`src/design/sfe_pkg.sv`:
```
// constants, types and register map of the spi transfer format engine
// How it works
// - every transfer shifts one byte out and one byte in together, timed by sck
// - as target, miso is driven only while the select input is low
// - idle polarity and sample phase bits pick one of four clock formats
// - phase 0: first edge captures the msb, select falling edge starts transfer
// - phase 0 target leaves idle on select fall and drives its msb at once
// - after a target start, writes wait in the buffer until the transfer ends
// - phase 1: the first sck edge starts the transfer
// - phase 1: select may stay low across consecutive transfers
// - phase 1 target leaves idle on first edge; later writes wait in buffer
// - as controller, a data write starts a transfer; phase leaves delay unchanged
// - controller phase 0 keeps sck idle first half; phase 1 opens with edge
// - controller bit clock free-runs from the bus clock only when enabled controller
// - controller sck edges are placed on the bus clock grid
// - start delay after a data write is at most one bit time
// - unread byte at overrun stays readable, new byte dropped, overrun flag set
// - role conflict flag rises when select level disagrees with the role
// - overrun is checked at the first capture strobe of the next transfer
// - transfer end sets receive full and stores byte; status then data read clears
// - controller: select low sets conflict; target: select high mid-transfer sets it
package sfe_pkg;
    // ---------------------------------------------------------------
    // register map
    // ---------------------------------------------------------------
    localparam logic [7:0] SFE_ADDR_CTRL = 8'h10;
    localparam logic [7:0] SFE_ADDR_STAT = 8'h11;
    localparam logic [7:0] SFE_ADDR_DATA = 8'h12;
    localparam logic [7:0] SFE_CTRL_RESET = 8'h28;
    localparam int SFE_CTRL_MSTR = 5;
    localparam int SFE_CTRL_CLOCK_IDLE_POLARITY = 4;
    localparam int SFE_CTRL_CLOCK_SAMPLE_PHASE = 3;
    localparam int SFE_CTRL_EN = 1;
    localparam int SFE_STAT_FULL = 7;
    localparam int SFE_STAT_ERRIE = 6;
    localparam int SFE_STAT_OVR = 5;
    localparam int SFE_STAT_ROLE_CONFLICT_FLAG = 4;
    localparam int SFE_STAT_TXE = 3;
    localparam int SFE_STAT_MODFEN = 2;
    localparam int SFE_STAT_RATE_HI = 1;
    localparam int SFE_STAT_RATE_LO = 0;
    // ---------------------------------------------------------------
    // timing: half bit periods in bus cycles for each rate code
    // ---------------------------------------------------------------
    localparam logic [1:0] SFE_RATE_DIVIDE_BY_TWO = 2'h0;
    localparam logic [1:0] SFE_RATE_DIVIDE_BY_EIGHT = 2'h1;
    localparam logic [1:0] SFE_RATE_DIVIDE_BY_THIRTYTWO = 2'h2;
    localparam logic [6:0] SFE_HALF_DIVIDE_BY_TWO = 7'h01;
    localparam logic [6:0] SFE_HALF_DIVIDE_BY_EIGHT = 7'h04;
    localparam logic [6:0] SFE_HALF_DIVIDE_BY_THIRTYTWO = 7'h10;
    localparam logic [6:0] SFE_HALF_DIVIDE_BY_ONETWENTYEIGHT = 7'h40;
    localparam logic [4:0] SFE_EDGES = 5'h10;
    localparam logic [4:0] SFE_FIRST_EDGE = 5'h01;
    localparam logic [4:0] SFE_FIRST_SAMPLE_LIM = 5'h02;
    localparam logic [3:0] SFE_BITS = 4'h8;
    localparam logic [3:0] SFE_PIN_IDLE = 4'h1;
    // ---------------------------------------------------------------
    // carriers and states
    // ---------------------------------------------------------------
    typedef struct packed {
        logic [7:0] addr;
        logic [7:0] wdata;
        logic wr;
        logic rd;
    } sfe_bus_req_type;
    typedef struct packed {
        logic sck;
        logic mosi;
        logic miso;
        logic ss_n;
    } sfe_pin_in_type;
    typedef struct packed {
        logic sck_out;
        logic sck_oe;
        logic mosi_out;
        logic mosi_oe;
        logic miso_out;
        logic miso_oe;
    } sfe_pin_out_type;
    typedef enum {SFE_IDLE, SFE_WAIT, SFE_RUN} sfe_state_type;
endpackage

```
`src/design/sfe_spi_engine.sv`:
```
// spi transfer format engine: registers, bit clock, shifter, flags
//
// Decided for this implementation: the strobed register port and the register offsets.
`timescale 1ns/10ps
module sfe_spi_engine (
    // clock and reset
    input wire logic clk,
    input wire logic arst_n,
    // register port
    input wire sfe_pkg::sfe_bus_req_type bus_req,
    output logic [7:0] rd_data,
    // serial pins
    input wire sfe_pkg::sfe_pin_in_type pin_in,
    output sfe_pkg::sfe_pin_out_type pin_out
);
    import sfe_pkg::*;

    logic [7:0] ctrl;
    logic rx_full, ovr, role_conflict_flag, tx_empty, errie, modfen;
    logic [1:0] rate;
    logic [7:0] tx_buf, rx_data, shreg, rxsh, assembled, stat_val;
    logic arm_full, arm_ovr, arm_role_conflict_flag, xfer_lost, sck_act, bphase;
    sfe_state_type state;
    logic [4:0] edge_cnt, next_cnt;
    logic [6:0] div_cnt, half_lim;
    logic [3:0] pin_raw, s1, s2, s3, pin_f;
    logic sck_f, mosi_f, miso_f, ss_f, sck_q, ss_q;
    logic en, mstr, clock_idle_polarity, clock_sample_phase, master_on, tick, in_bit;
    logic wr_ctrl, wr_stat, wr_data, rd_stat, rd_dat;
    logic slave_edge, ss_fall, ss_rise, start_m, start_s0, start_s1;
    logic edge_ev, sample_ev, shift_ev, done_ev, first_smp, load_ev;
    logic m_fault, s_fault;

    // ---------------------------------------------------------------
    // pin synchronisers
    // ---------------------------------------------------------------
    assign pin_raw = pin_in;
    // a change is accepted once the second and third stages agree
    for (genvar i = 0; i < 4; i++) begin : g_sync
        always_ff @(posedge clk or negedge arst_n) begin
            if (!arst_n) begin
                s1[i] <= SFE_PIN_IDLE[i];
                s2[i] <= SFE_PIN_IDLE[i];
                s3[i] <= SFE_PIN_IDLE[i];
                pin_f[i] <= SFE_PIN_IDLE[i];
            end else begin
                s1[i] <= pin_raw[i];
                s2[i] <= s1[i];
                s3[i] <= s2[i];
                if (s2[i] == s3[i]) begin
                    pin_f[i] <= s3[i];
                end
            end
        end
    end
    assign sck_f = pin_f[3];
    assign mosi_f = pin_f[2];
    assign miso_f = pin_f[1];
    assign ss_f = pin_f[0];

    // previous filtered levels for edge detection
    always_ff @(posedge clk or negedge arst_n) begin
        if (!arst_n) begin
            sck_q <= 1'b0;
            ss_q <= 1'b1;
        end else begin
            sck_q <= sck_f;
            ss_q <= ss_f;
        end
    end

    // ---------------------------------------------------------------
    // decode
    // ---------------------------------------------------------------
    assign en = ctrl[SFE_CTRL_EN];
    assign mstr = ctrl[SFE_CTRL_MSTR];
    assign clock_idle_polarity = ctrl[SFE_CTRL_CLOCK_IDLE_POLARITY];
    assign clock_sample_phase = ctrl[SFE_CTRL_CLOCK_SAMPLE_PHASE];
    assign master_on = en && mstr;
    assign wr_ctrl = bus_req.wr && bus_req.addr == SFE_ADDR_CTRL;
    assign wr_stat = bus_req.wr && bus_req.addr == SFE_ADDR_STAT;
    assign wr_data = bus_req.wr && bus_req.addr == SFE_ADDR_DATA;
    assign rd_stat = bus_req.rd && bus_req.addr == SFE_ADDR_STAT;
    assign rd_dat = bus_req.rd && bus_req.addr == SFE_ADDR_DATA;

    // ---------------------------------------------------------------
    // controller bit clock
    // ---------------------------------------------------------------
    // rate code to half bit period
    always_comb begin
        case (rate)
            SFE_RATE_DIVIDE_BY_TWO: half_lim = SFE_HALF_DIVIDE_BY_TWO;
            SFE_RATE_DIVIDE_BY_EIGHT: half_lim = SFE_HALF_DIVIDE_BY_EIGHT;
            SFE_RATE_DIVIDE_BY_THIRTYTWO: half_lim = SFE_HALF_DIVIDE_BY_THIRTYTWO;
            default: half_lim = SFE_HALF_DIVIDE_BY_ONETWENTYEIGHT;
        endcase
    end

    // free-running divider, stopped to save power unless enabled controller
    always_ff @(posedge clk or negedge arst_n) begin
        if (!arst_n) begin
            div_cnt <= '0;
            bphase <= 1'b0;
        end else if (!master_on) begin
            div_cnt <= '0;
            bphase <= 1'b0;
        end else if (div_cnt == half_lim - 7'h01) begin
            div_cnt <= '0;
            bphase <= ~bphase;
        end else begin
            div_cnt <= div_cnt + 7'h01;
        end
    end
    // edges fall on the bus clock grid; one tick per half bit
    assign tick = master_on && div_cnt == half_lim - 7'h01;

    // ---------------------------------------------------------------
    // transfer events
    // ---------------------------------------------------------------
    assign slave_edge = en && !mstr && !ss_f && sck_f != sck_q;
    assign ss_fall = ss_q && !ss_f;
    assign ss_rise = !ss_q && ss_f;
    // start only on a bit boundary, so the wait is under one bit time
    assign start_m = state == SFE_WAIT && tick && !bphase;
    assign start_s0 = en && !mstr && !clock_sample_phase && ss_fall && state == SFE_IDLE;
    // select may simply stay low between phase 1 bytes
    assign start_s1 = slave_edge && clock_sample_phase && state == SFE_IDLE;
    assign edge_ev = state == SFE_RUN && (mstr ? tick : slave_edge);
    assign next_cnt = edge_cnt + 5'h01;
    // phase 0 samples odd edges, phase 1 even edges
    assign sample_ev = edge_ev && (next_cnt[0] ^ clock_sample_phase);
    assign shift_ev = edge_ev && !(next_cnt[0] ^ clock_sample_phase) && next_cnt != SFE_EDGES;
    assign done_ev = edge_ev && next_cnt == SFE_EDGES;
    assign first_smp = sample_ev && next_cnt <= SFE_FIRST_SAMPLE_LIM;
    assign in_bit = mstr ? miso_f : mosi_f;
    assign assembled = sample_ev ? {rxsh[6:0], in_bit} : rxsh;
    assign load_ev = en && state == SFE_IDLE && !tx_empty && !start_s0 && !start_s1;
    // own select pulled low while controller
    assign m_fault = master_on && modfen && !ss_f;
    assign s_fault = en && !mstr && modfen && ss_rise && state == SFE_RUN;

    // ---------------------------------------------------------------
    // sequencer
    // ---------------------------------------------------------------
    always_ff @(posedge clk or negedge arst_n) begin
        if (!arst_n) begin
            state <= SFE_IDLE;
        end else if (!en || m_fault) begin
            state <= SFE_IDLE;
        end else begin
            case (state)
                SFE_IDLE: begin
                    if (start_s0 || start_s1) begin
                        state <= SFE_RUN;
                    end else if (load_ev && mstr) begin
                        state <= SFE_WAIT;
                    end
                end
                SFE_WAIT: begin
                    if (start_m) begin
                        state <= SFE_RUN;
                    end
                end
                SFE_RUN: begin
                    // a deselected target ignores further clocks
                    if (done_ev || (!mstr && ss_f)) begin
                        state <= SFE_IDLE;
                    end
                end
                default: state <= SFE_IDLE;
            endcase
        end
    end

    // edge counter and controller clock level
    always_ff @(posedge clk or negedge arst_n) begin
        if (!arst_n) begin
            edge_cnt <= '0;
            sck_act <= 1'b0;
        end else if (start_m) begin
            // phase 1 opens with the leading edge, phase 0 waits half a bit
            edge_cnt <= clock_sample_phase ? SFE_FIRST_EDGE : '0;
            sck_act <= clock_sample_phase;
        end else if (start_s1) begin
            edge_cnt <= SFE_FIRST_EDGE;
        end else if (start_s0) begin
            edge_cnt <= '0;
        end else if (edge_ev) begin
            edge_cnt <= next_cnt;
            sck_act <= mstr && !sck_act;
        end else if (state != SFE_RUN) begin
            sck_act <= 1'b0;
        end
    end

    // shift register: loads only while idle, so later writes stay buffered
    always_ff @(posedge clk or negedge arst_n) begin
        if (!arst_n) begin
            shreg <= '0;
        end else if (load_ev) begin
            shreg <= tx_buf;
        end else if (done_ev) begin
            shreg <= assembled;
        end else if (shift_ev) begin
            shreg <= {shreg[6:0], 1'b0};
        end
    end

    // receive shifter: one bit per capture strobe
    always_ff @(posedge clk or negedge arst_n) begin
        if (!arst_n) begin
            rxsh <= '0;
        end else if (sample_ev) begin
            rxsh <= {rxsh[6:0], in_bit};
        end
    end

    // ---------------------------------------------------------------
    // registers and flags
    // ---------------------------------------------------------------
    // control register; a controller fault drops the enable bit
    always_ff @(posedge clk or negedge arst_n) begin
        if (!arst_n) begin
            ctrl <= SFE_CTRL_RESET;
        end else begin
            if (wr_ctrl) begin
                ctrl <= bus_req.wdata;
            end
            if (m_fault) begin
                ctrl[SFE_CTRL_EN] <= 1'b0;
            end
        end
    end

    // status control bits that software owns
    always_ff @(posedge clk or negedge arst_n) begin
        if (!arst_n) begin
            errie <= 1'b0;
            modfen <= 1'b0;
            rate <= SFE_RATE_DIVIDE_BY_TWO;
        end else if (wr_stat) begin
            errie <= bus_req.wdata[SFE_STAT_ERRIE];
            modfen <= bus_req.wdata[SFE_STAT_MODFEN];
            rate <= bus_req.wdata[SFE_STAT_RATE_HI:SFE_STAT_RATE_LO];
        end
    end

    // transmit buffer; a fresh write beats a same-cycle move out
    always_ff @(posedge clk or negedge arst_n) begin
        if (!arst_n) begin
            tx_buf <= '0;
            tx_empty <= 1'b1;
        end else if (wr_data) begin
            tx_buf <= bus_req.wdata;
            tx_empty <= 1'b0;
        end else if (load_ev || m_fault) begin
            tx_empty <= 1'b1;
        end
    end

    // overrun marks the running transfer as lost at its first capture
    always_ff @(posedge clk or negedge arst_n) begin
        if (!arst_n) begin
            xfer_lost <= 1'b0;
        end else if (start_m || start_s0 || start_s1) begin
            xfer_lost <= 1'b0;
        end else if (first_smp && rx_full) begin
            xfer_lost <= 1'b1;
        end
    end

    // receive full and data: status read arms, data read clears, set wins
    always_ff @(posedge clk or negedge arst_n) begin
        if (!arst_n) begin
            rx_full <= 1'b0;
            rx_data <= '0;
            arm_full <= 1'b0;
        end else begin
            if (rd_stat) begin
                arm_full <= rx_full;
            end else if (rd_dat) begin
                arm_full <= 1'b0;
            end
            if (done_ev && !xfer_lost) begin
                rx_full <= 1'b1;
                rx_data <= assembled;
            end else if (rd_dat && arm_full) begin
                rx_full <= 1'b0;
            end
        end
    end

    // overrun flag: status read then data read clears it
    always_ff @(posedge clk or negedge arst_n) begin
        if (!arst_n) begin
            ovr <= 1'b0;
            arm_ovr <= 1'b0;
        end else begin
            if (rd_stat) begin
                arm_ovr <= ovr;
            end else if (rd_dat) begin
                arm_ovr <= 1'b0;
            end
            if (first_smp && rx_full) begin
                ovr <= 1'b1;
            end else if (rd_dat && arm_ovr) begin
                ovr <= 1'b0;
            end
        end
    end

    // role conflict: status read then control write clears, only while quiet
    always_ff @(posedge clk or negedge arst_n) begin
        if (!arst_n) begin
            role_conflict_flag <= 1'b0;
            arm_role_conflict_flag <= 1'b0;
        end else begin
            if (rd_stat) begin
                arm_role_conflict_flag <= role_conflict_flag;
            end else if (wr_ctrl) begin
                arm_role_conflict_flag <= 1'b0;
            end
            if (m_fault || s_fault) begin
                role_conflict_flag <= 1'b1;
            end else if (wr_ctrl && arm_role_conflict_flag) begin
                role_conflict_flag <= 1'b0;
            end
        end
    end

    // status image
    always_comb begin
        stat_val = '0;
        stat_val[SFE_STAT_FULL] = rx_full;
        stat_val[SFE_STAT_ERRIE] = errie;
        stat_val[SFE_STAT_OVR] = ovr;
        stat_val[SFE_STAT_ROLE_CONFLICT_FLAG] = role_conflict_flag;
        stat_val[SFE_STAT_TXE] = tx_empty;
        stat_val[SFE_STAT_MODFEN] = modfen;
        stat_val[SFE_STAT_RATE_HI:SFE_STAT_RATE_LO] = rate;
    end

    // read data one cycle after the strobe, zero otherwise
    always_ff @(posedge clk or negedge arst_n) begin
        if (!arst_n) begin
            rd_data <= '0;
        end else if (!bus_req.rd) begin
            rd_data <= '0;
        end else begin
            case (bus_req.addr)
                SFE_ADDR_CTRL: rd_data <= ctrl;
                SFE_ADDR_STAT: rd_data <= stat_val;
                SFE_ADDR_DATA: rd_data <= rx_data;
                default: rd_data <= '0;
            endcase
        end
    end

    // ---------------------------------------------------------------
    // pins
    // ---------------------------------------------------------------
    assign pin_out.sck_out = clock_idle_polarity ^ sck_act;
    assign pin_out.sck_oe = master_on;
    assign pin_out.mosi_out = shreg[7];
    assign pin_out.mosi_oe = master_on;
    assign pin_out.miso_out = shreg[7];
    // a deselected target keeps off the shared line
    assign pin_out.miso_oe = en && !mstr && !ss_f;

    logic [7:0] wait_cnt;
    logic [3:0] smp_cnt;
    // helper counters: cycles spent waiting, samples taken this transfer
    always_ff @(posedge clk or negedge arst_n) begin
        if (!arst_n) begin
            wait_cnt <= '0;
            smp_cnt <= '0;
        end else begin
            wait_cnt <= state == SFE_WAIT ? wait_cnt + 8'h01 : '0;
            if (start_m || start_s0 || start_s1) begin
                smp_cnt <= '0;
            end else if (sample_ev) begin
                smp_cnt <= smp_cnt + 4'h1;
            end
        end
    end
endmodule

```
`config.mk`:
```
export PLATFORM = sky130hd
export DESIGN_NAME = sfe_spi_engine
export DESIGN_NICKNAME = d
export VERILOG_FILES = /design/src/design/sfe_pkg.sv /design/src/design/sfe_spi_engine.sv
export SDC_FILE = /design/constraint.sdc
export NUM_CORES = 1
export LEC_CHECK = 0
export BUFFER_PORTS_ARGS = -buffer_cell sky130_fd_sc_hd__buf_4
export CORE_MARGIN = 2
export CORE_UTILIZATION = 59
export DETAILED_ROUTE_END_ITERATION = 12
export MAX_ROUTING_LAYER = met4
export PLACE_DENSITY = 0.79
export SETUP_SLACK_MARGIN = 0.4
export SYNTH_ARGS = -nofsm -noshare
export SYNTH_HDL_FRONTEND = slang
export SYNTH_SLANG_ARGS = --single-unit
export TNS_END_PERCENT = 100
```
`constraint.sdc`:
```
create_clock -name clk -period 3.3 [get_ports clk]
set_input_delay 0.165 -clock clk [delete_from_list [all_inputs] [get_ports clk]]
set_output_delay 0.165 -clock clk [all_outputs]
set_load 0.05 [all_outputs]
```
* Yosys cells after proc, flatten, opt, wreduce, memory -nomap -nowiden
Cells that the tools add are included.
** Word-level totals
- Word-level logic and storage cells :: 195
- Flip-flop bits (word level) :: 124
- Output and inout port bits :: 14
- Input bits :: 24
** Cells by class
- Muxes and demuxes :: 46
- $add $sub $neg :: 3
- Equal/unequal tests :: 24
- Bitwise logic cells :: 3
- Reductions and logical operators :: 77
- Order comparisons :: 1
** Operator list (count)
- two-way mux 32 bit :: 5
- case mux 32 bit (3 select lines) :: 1
- == test 32 x 2 -> 1 bit, second input constant :: 2
- logical NOT 32 bit :: 2
- logical AND 1 bit :: 42
- two-way mux 8 bit :: 5
- == test 32 x 1 -> 1 bit, second input constant :: 1
- == test 32 x 3 -> 1 bit, second input constant :: 1
- != test 32 x 3 -> 1 bit, second input constant :: 1
- two-way mux 1 bit :: 26
- == test 8 x 5 -> 1 bit, second input constant :: 3
- case mux 8 bit (3 select lines) :: 1
- case mux 7 bit (3 select lines) :: 1
- two-way mux 5 bit :: 4
- nonzero test 2 bit :: 8
- two-way mux 7 bit :: 2
- logical NOT 1 bit :: 12
- adder 7 x 1 -> 7 bit, second input constant :: 1
- == test 7 bit :: 1
- logical OR 1 bit :: 7
- subtractor 7 x 1 -> 7 bit, second input constant :: 1
- != test 3 bit, second input constant :: 2
- AND reduction 3 bit :: 2
- nonzero test 3 bit :: 2
- other kinds (16) :: 21

* Longest topological paths before layout
Gate-level depths: netlist of the first run.
- Depth after elaboration :: 13
- Depth in mapped cells :: 8
- Gate-level depth less buffers :: 6

* Worst setup path before layout of the first run
OpenSTA, ideal clock, no wires.
- Path type :: register to register
- Start :: register rate[1]
- End :: register rx_data[1]
- Stages on the path, launching flop included :: 7
- Arrival :: 2204 ps
- Required time :: 3175 ps
- Path slack :: 971 ps
- Path buffers :: 0
- Clock period less this slack :: 2329 ps
- Path through :: dfrtp_1 > or3_1 > a21oi_2 > o211ai_4 > a2111o_1 > nor2_8 > mux2_4
** Between the ends
- Longest elaborated chain between the ends :: 9
- Elaborated cells on any way between the ends :: 13
** Ends and longest elaborated chain
- start: declaration :: RTL line sfe_spi_engine.sv:20 : logic [1:0] rate;
- start signal: assignment :: RTL line sfe_spi_engine.sv:244 : rate <= bus_req.wdata[SFE_STAT_RATE_HI:SFE_STAT_RATE_LO];
- == test 2 bit, or another cell as far along :: RTL line sfe_spi_engine.sv:91 : case (rate)
- case mux 7 bit (3 select lines) (*) :: RTL line sfe_spi_engine.sv:91
- subtractor 7 x 1 -> 7 bit (*) :: RTL line sfe_spi_engine.sv:115 : assign tick = master_on && div_cnt == half_lim - 7'h01;
- == test 7 bit (*) :: RTL line sfe_spi_engine.sv:115
- logical AND 1 bit (*) :: RTL line sfe_spi_engine.sv:115
- two-way mux 1 bit (*) :: RTL line sfe_spi_engine.sv:128 : assign edge_ev = state == SFE_RUN && (mstr ? tick : slave_edge);
- logical AND 1 bit (*) :: RTL line sfe_spi_engine.sv:128
- logical AND 1 bit, on equally long branches :: RTL line sfe_spi_engine.sv:131, sfe_spi_engine.sv:133
- two-way mux 8 bit / logical AND 1 bit (equally long branches) :: RTL line sfe_spi_engine.sv:136, sfe_spi_engine.sv:284
- end signal: assignment :: RTL line sfe_spi_engine.sv:286 : rx_data <= assembled;
- end: declaration :: RTL line sfe_spi_engine.sv:21 : logic [7:0] tx_buf, rx_data, shreg, rxsh, assembled, stat_val;
Mark *: on every way between the ends. The rest lies on a longest branch, timed or not.
A chain may end at the register's enable or synchronous reset.

* Final worst setup path of the first run
- Start :: register rate[1]
- End :: register rx_data[4]
** Between the ends
- Longest elaborated chain between the ends :: 9
- Elaborated cells on any way between the ends :: 13
** Ends and longest elaborated chain
- == test 2 bit, or another cell as far along :: RTL line sfe_spi_engine.sv:91
- case mux 7 bit (3 select lines) (*) :: RTL line sfe_spi_engine.sv:91
- subtractor 7 x 1 -> 7 bit (*) :: RTL line sfe_spi_engine.sv:115
- == test 7 bit (*) :: RTL line sfe_spi_engine.sv:115
- logical AND 1 bit (*) :: RTL line sfe_spi_engine.sv:115
- two-way mux 1 bit (*) :: RTL line sfe_spi_engine.sv:128
- logical AND 1 bit (*) :: RTL line sfe_spi_engine.sv:128
- logical AND 1 bit (*) :: RTL line sfe_spi_engine.sv:131 : assign sample_ev = edge_ev && (next_cnt[0] ^ clock_sample_phase);
- two-way mux 8 bit (*) :: RTL line sfe_spi_engine.sv:136 : assign assembled = sample_ev ? {rxsh[6:0], in_bit} : rxsh;
- net assembled[4] :: RTL line sfe_spi_engine.sv:21
Mark *: on every way through the listed nets, which the timed path passes. The rest lies on a longest branch.

==> reports/results.ini, run 1 <==
[yosys]
synth.top_cell.area_share_pct=49.3
async_flop_share_pct=100
synth-edff-count=0
synth.distinct_cells=62
synthCells=384
synthFlopType=dfrtp_1
ys_warn_count=0
ys_ff_latch=94
synth_fp_nets=412
ys_seq_area_share_pct=54.2
synth_top_area_cell=dfrtp_1
syn_area_per_cell_sq_um=11.4
synth_area_sq_mm=0.00436
ys_top_cells_by_area=dfrtp_1, mux2_2, dfstp_2

[clock_network]
cts_buffers=9
cts_tree=yes
h-tree-depth=3
postCtsSetupBuffers=0
clkTransAtPathRegs_ps=110
clock-sinks=94
clock_path_buffers=2
worstSkewPairLatency_ps=360
cts_root_buffer=clkbuf_8

[timing]
maxSlewViolCount=0
report.final.setup_viol=0
worst_pin_slew_ps=833
final.setup.tns_ps=0
rsz0062_at_grt=false
relSlewSlack_pct=44.4
hold_violations=0
hold_ws_ps=42.5
post-route-min-period_ps=2560
post-route-period-util_pct=77.7
max_freq_mhz=390
skew_ps=14.0

[worst_setup_path]
reg2reg_depth=6
r2r_start=rate[1]
crit_type=reg2reg
crit_fanout=10
cp-endpoint=rx_data[4]
reg2reg_to=rx_data[4]
critPathLaunchType=flop
end_kind=flop
cp-startpoint=rate[1]
arrival_ps=2810
reg2reg_slack_ps=740
worstPathRequired_ps=3550

[route]
wl_um=9340
first_pass_iters=7
drc=0
routed_via_density=5.79
dr_total_vias=3067
drtIter0Drc=205
wl_per_cell_um=17.6
ant_nets=0

[cells_and_area]
final_core_util_pct=68.8
drive_gt1_share_pct=26.2
area_delta_synth_final_pct=13.7
diodes=0
nets=454
layout_common_cells=dfrtp_1, buf_4, nor2_1
n_fill_cell=558
fin_cells=530
final_area_sq_mm=0.00496
layout_commonest_cell=dfrtp_1

[grt]
globalRouteTotalUtil_pct=24.8
antenna_found_initial=0
grt_pass1_vias=3030
grt_pass1_wl_um=15300
grt_max_degree=68
grt.overflow.total=0

[die]
ioPinCount=38
core_area_sq_mm=0.00721
start_util_pct=60.5
die_h_um=90.0
core.rowCount=31
die_x_um=90.0
dieArea_sq_mm=0.00810

[pwr]
power_frac_comb_pct=12.0
pwr-share-seq_pct=56.2
p_leak_nw=2.25
powerDensity_mw_per_mm2=458
p_switching_mw=0.638
power_frac_clock_pct=31.8
power.internal_mw=1.63
peakVddDrop_mv=0.393
sw_frac_of_total_pct=28.1

[placed_design]
dp_hpwl_um=6850
dpl.cell_count=509
globalplace.congestion=0.940
placed_area_sq_mm=0.00472
port_buffers=37

[status]
status=complete, no violations

[flow_run]
maxCapViolations=0

[min_path]
hold_path.class=in2reg
holdPathStages=2

[cell families (layout without fill, tap and decap cells)]
kind of cell | Yosys count | count (layout) | share of synthesized area [%]
fa+ha+maj | 8 | 8 | 2.07
xor+xnor | 13 | 13 | 2.61
simple gates | 115 | 115 | 13.0
flops | 94 | 94 | 54.2
mux | 44 | 44 | 11.5
compound gates | 73 | 73 | 12.8
buf+inv | 37 | 84 | 3.82
[sequential cells by signal, summed over array words and instances, names as in the netlist, 2 cells and up]
signal	cells
rate	2
tx_buf	8
edge_cnt	5
state	2
ctrl	8
s3	4
rx_data	8
s2	4
shreg	8
rxsh	8
s1	4
div_cnt	7
rd_data	8
[how the worst min path moves through the flow]
stage | start | end | slack [ps]
6_report | bus_req[9] | tx_buf[7] | 40
5_1_grt | bus_req[9] | tx_buf[7] | 30
4_1_cts | bus_req[9] | tx_buf[7] | 30
3_5_place_dp | pin_in[0] | s1[0] | 270
3_3_place_gp | pin_in[0] | s1[0] | 270
2_1_floorplan | arst_n | arm_full | -130
[power groups by stage]
| stage | sequential (mW) | combinational, mW | clock (mW) |
|---|---|---|---|
| after floorplan | 1.28 | 0.196 | 0 |
| after global placement | 1.29 | 0.262 | 0 |
| after detailed placement | 1.30 | 0.270 | 0 |
| after CTS | 1.28 | 0.275 | 0.738 |
| after global routing | 1.28 | 0.294 | 0.789 |
| final | 1.28 | 0.273 | 0.723 |
[routing by layer]
| metal | up-vias | track usage, % | wire (um) |
|---|---|---|---|
| li1 | 1452 | - | - |
| met5 | - | - | 0 |
| met4 | 0 | 9.62 | 131 |
| met3 | 11 | 3.44 | 429 |
| met1 | 1522 | 33.9 | 4180 |
| met2 | 82 | 38.2 | 4600 |
[repair_timing]
item | CTS | global route
setup endpoints to repair | 0 | 0
hold endpoints to repair | 64 | 0
hold buffers | 5 | 0
resized for setup | 0 | 0
[synthesized netlist by cell type (2+ instances only)]
library cell and number:
dfstp_2 8, mux2i_1 15, nor2_1 41, nor3b_1 2, nand2_1 21, a22o_1 3, dfrtp_1 86, or3_1 5
a21oi_2 3, mux2_2 22, xor2_1 7, a21oi_1 14, a21o_2 2, o221a_2 4, nand2b_1 2, ha_1 4
nor2b_1 2, inv_1 21, nand4b_1 2, mux2_4 7, nor3_1 3, maj3_1 4, nor4b_1 2, and3_1 2
o221ai_1 3, a32oi_1 7, o22ai_1 2, o21ai_0 12, and2_1 4, nand4_1 3, nand3_1 19, clkbuf_1 8
a211oi_1 6, xnor2_1 6, buf_4 5
[layout make-up]
type | count | area [sq um] | share of cell area (%)
sequential | 94 | 2360 | 47.6
clock buffer | 9 | 124 | 2.50
inverter | 21 | 78.8 | 1.59
clock inverter | 7 | 67.6 | 1.36
multi-input combinational | 253 | 1840 | 37.1
tap | 99 | 124 | 2.50
timing repair buffer | 47 | 365 | 7.36
[critical path, cell delays in order, from the launching register on]
cell and delay (ps):
dfrtp_1 430, or3_1 410, a21oi_2 240, o211ai_4 190, a211oi_4 520, mux2_2 410
mux2_4 260
[per-stage QoR]
stage                     power (mW)  setup WS [ps]
after floorplan                 1.47            971
after global placement          1.55            799
after detailed placement        1.57            727
after CTS                       2.29            729
after global routing            2.37            607
final                           2.27            736
(Power assumes the default switching activity.)
==> run 2, diff against run 1 <==
--- a/config.mk
+++ b/config.mk
@@ -5,6 +5,7 @@
 export SDC_FILE = /design/constraint.sdc
 export NUM_CORES = 1
 export LEC_CHECK = 0
+export ABC_AREA = 1
 export BUFFER_PORTS_ARGS = -buffer_cell sky130_fd_sc_hd__buf_4
 export CORE_MARGIN = 2
 export CORE_UTILIZATION = 59
==> constraint.sdc (replaced) <==
create_clock -name clk -period 2.7 [get_ports clk]
set_input_delay 0.135 -clock clk [delete_from_list [all_inputs] [get_ports clk]]
set_output_delay 0.135 -clock clk [all_outputs]
set_load 0.05 [all_outputs]
==> reports/results.ini, run 2 <==
[status]
status=complete, no violations  ; unchanged

[die]
ioPinCount=38  ; unchanged
core.rowCount=31  ; unchanged
die_h_um=90.5  ; was 90.0 um
die_x_um=90.5  ; was 90.0 um
start_util_pct=60.8  ; was 60.5%
core_area_sq_mm=0.00725  ; was 0.00721 sq mm
dieArea_sq_mm=0.00818  ; was 0.00810 sq mm

[timing]
hold_ws_ps=7.84  ; was 42.5 ps
worst_pin_slew_ps=649  ; was 833 ps
hold_violations=0  ; unchanged
rsz0062_at_grt=false  ; unchanged
final.setup.tns_ps=0  ; unchanged
post-route-min-period_ps=2090  ; was 2560 ps
skew_ps=11.0  ; was 14.0 ps
max_freq_mhz=479  ; was 390 MHz
relSlewSlack_pct=56.6  ; was 44.4%
post-route-period-util_pct=77.4  ; was 77.7%
report.final.setup_viol=0  ; unchanged
maxSlewViolCount=0  ; unchanged

[placed_design]
dp_hpwl_um=6830  ; was 6850 um
globalplace.congestion=0.900  ; was 0.940
dpl.cell_count=644  ; was 509
port_buffers=37  ; unchanged

[worst_setup_path]
reg2reg_slack_ps=610  ; was 740 ps
crit_fanout=11  ; was 10
critPathLaunchType=flop  ; unchanged
arrival_ps=2340  ; was 2810 ps
reg2reg_to=rx_data[6]  ; was rx_data[4]
crit_type=reg2reg  ; unchanged
reg2reg_depth=9  ; was 6
worstPathRequired_ps=2960  ; was 3550 ps
end_kind=flop  ; unchanged
r2r_start=edge_cnt[0]  ; was rate[1]

[clock_network]
clock-sinks=94  ; unchanged
cts_buffers=9  ; unchanged
clock_path_buffers=2  ; unchanged
cts_root_buffer=clkbuf_8  ; unchanged
h-tree-depth=3  ; unchanged
worstSkewPairLatency_ps=370  ; was 360 ps
postCtsSetupBuffers=0  ; unchanged
clkTransAtPathRegs_ps=90  ; was 110 ps
cts_tree=yes  ; unchanged

[route]
ant_nets=0  ; unchanged
wl_per_cell_um=14.2  ; was 17.6 um
drtIter0Drc=181  ; was 205
dr_total_vias=3533  ; was 3,067
first_pass_iters=4  ; was 7
wl_um=9450  ; was 9340 um
routed_via_density=5.30  ; was 5.79
drc=0  ; unchanged

[yosys]
ys_warn_count=0  ; unchanged
ys_seq_area_share_pct=53.6  ; was 54.2%
synthSimpleGateAreaFrac_pct=26.4  ; was 13.0%
synth_area_sq_mm=0.00441  ; was 0.00436 sq mm
synth_top_family_by_area=simple AND/OR/NAND/NOR gates  ; unchanged
ys_top_cells_by_area=dfrtp_1, nand2_1, inv_1  ; was dfrtp_1, mux2_2, dfstp_2
ys_ff_latch=94  ; unchanged
synthMuxAreaShare_pct=0  ; was 11.5%
synth.most_common_cell=nand2_1  ; was dfrtp_1
synth.distinct_cells=39  ; was 62
synthFlopType=dfrtp_1  ; unchanged
synth_fp_nets=546  ; was 412
synth_top_area_cell=dfrtp_1  ; unchanged
synthAdderAreaFrac_pct=2.04  ; was 2.07%
synthCells=518  ; was 384
synth-compound-area-share_pct=7.46  ; was 12.8%
async_flop_share_pct=100  ; unchanged
yosys.area_share.xor_xnor_pct=1.79  ; was 2.61%
synth-edff-count=0  ; unchanged
syn_area_per_cell_sq_um=8.51  ; was 11.4 sq um
synthTopCellsByCount=nand2_1, dfrtp_1, inv_1, nand3_1, nor2_1  ; was dfrtp_1, nor2_1, mux2_2, inv_1, nand2_1
synth.top_cell.area_share_pct=48.8  ; was 49.3%

[cells_and_area]
fin_cells=666  ; was 530
nets=590  ; was 454
area_delta_synth_final_pct=13.8  ; was 13.7%
layout_common_cells=nand2_1, dfrtp_1, inv_1  ; was dfrtp_1, buf_4, nor2_1
n_fill_cell=599  ; was 558
drive_gt1_share_pct=14.5  ; was 26.2%
diodes=0  ; unchanged
layout_commonest_cell=nand2_1  ; was dfrtp_1

[grt]
grt_pass1_wl_um=16200  ; was 15,300 um
globalRouteTotalUtil_pct=25.7  ; was 24.8%
grt_max_degree=95  ; was 68
grt.overflow.total=0  ; unchanged
grt_pass1_vias=3412  ; was 3,030
antenna_found_initial=0  ; unchanged

[pwr]
powerDensity_mw_per_mm2=531  ; was 458 mW/mm^2
p_leak_nw=2.59  ; was 2.25 nW
peakVddDrop_mv=0.340  ; was 0.393 mV
power_mw=2.67  ; was 2.27 mW

[flow_run]
maxCapViolations=0  ; unchanged

[min_path]
holdPathStages=3  ; was 2
hp-start=bus_req[5]  ; was bus_req[9]
whs_endpoint=ctrl[3]  ; was tx_buf[7]
hold_path.class=in2reg  ; unchanged

## run 2: changes by cell type after synthesis, sizes merged, moves of 7 or more
cell / change
a21oi: -9
mux2i: -15
nand4: +11
inv: +58
nand2: +129
mux2: -29
nand3: +20
a211oi: -7
o21ai: +24
## run 2: cell families after synthesis
kind of cell / after synthesis
xor+xnor: 9
flops: 94
compound gates: 58
buf+inv: 93
simple gates: 256
fa+ha+maj: 8
## run 2: report_power, final
part           total (mW)  leakage (nW)  switching [mW]  internal [mW]
logic               0.210          1.27           0.128         0.0814
clock network       0.945        0.0935           0.508          0.437
registers            1.51          1.23          0.0494           1.46
## run 2: per-stage QoR
stage	area, sq um	worst slack [ps]	util [%]
floorplan	4410	788	-
global placement	4760	706	65.6
detailed placement	4760	617	65.6
CTS	5020	608	69.2
global route	5020	431	69.2
finish	5020	610	69.2
## run 2: cell type report
cell class / count / area [sq um] / area share (%)
sequential: 94 / 2360 / 47.0
clock inverter: 6 / 71.3 / 1.42
tap: 99 / 124 / 2.47
multi-input combinational: 331 / 1670 / 33.2
inverter: 81 / 304 / 6.06
clock buffer: 10 / 128 / 2.54
timing repair buffer: 45 / 365 / 7.28
## run 2: how the worst max path moves through the flow
| stage | startpoint | end | slack, ps | cells past startpoint |
|---|---|---|---|---|
| final | edge_cnt[0] | rx_data[6] | 610 | 9 |
| after global routing | edge_cnt[0] | rx_data[6] | 430 | 9 |
| after CTS | ctrl[5] | shreg[0] | 610 | 11 |
| after detailed placement | ctrl[5] | shreg[0] | 620 | 11 |
| after global placement | ctrl[5] | shreg[0] | 710 | 11 |
| after floorplan | ctrl[5] | shreg[2] | 790 | 13 |
## run 2: timing repair
action / CTS / global route
resized for setup: 0 / 1
endpoints found under the hold margin: 91 / 0
hold buffers: 6 / 0
endpoints found under the setup margin: 0 / 1
## run 2: critical path, stage by stage (launching register included)
cell	delay, ps
dfrtp_1	480
ha_1	280
xor2_1	190
nand3b_1	210
nor2_2	170
nand3_4	160
nor2_4	210
inv_2	130
nand2_1	100
o21ai_1	60
## run 2: routing by layer
layer	wire [um]	vias up	track usage [%]
met5	0	-	-
met3	609	18	5.09
li1	-	1743	-
met1	4050	1678	33.9
met4	163	0	8.59
met2	4630	94	40.4
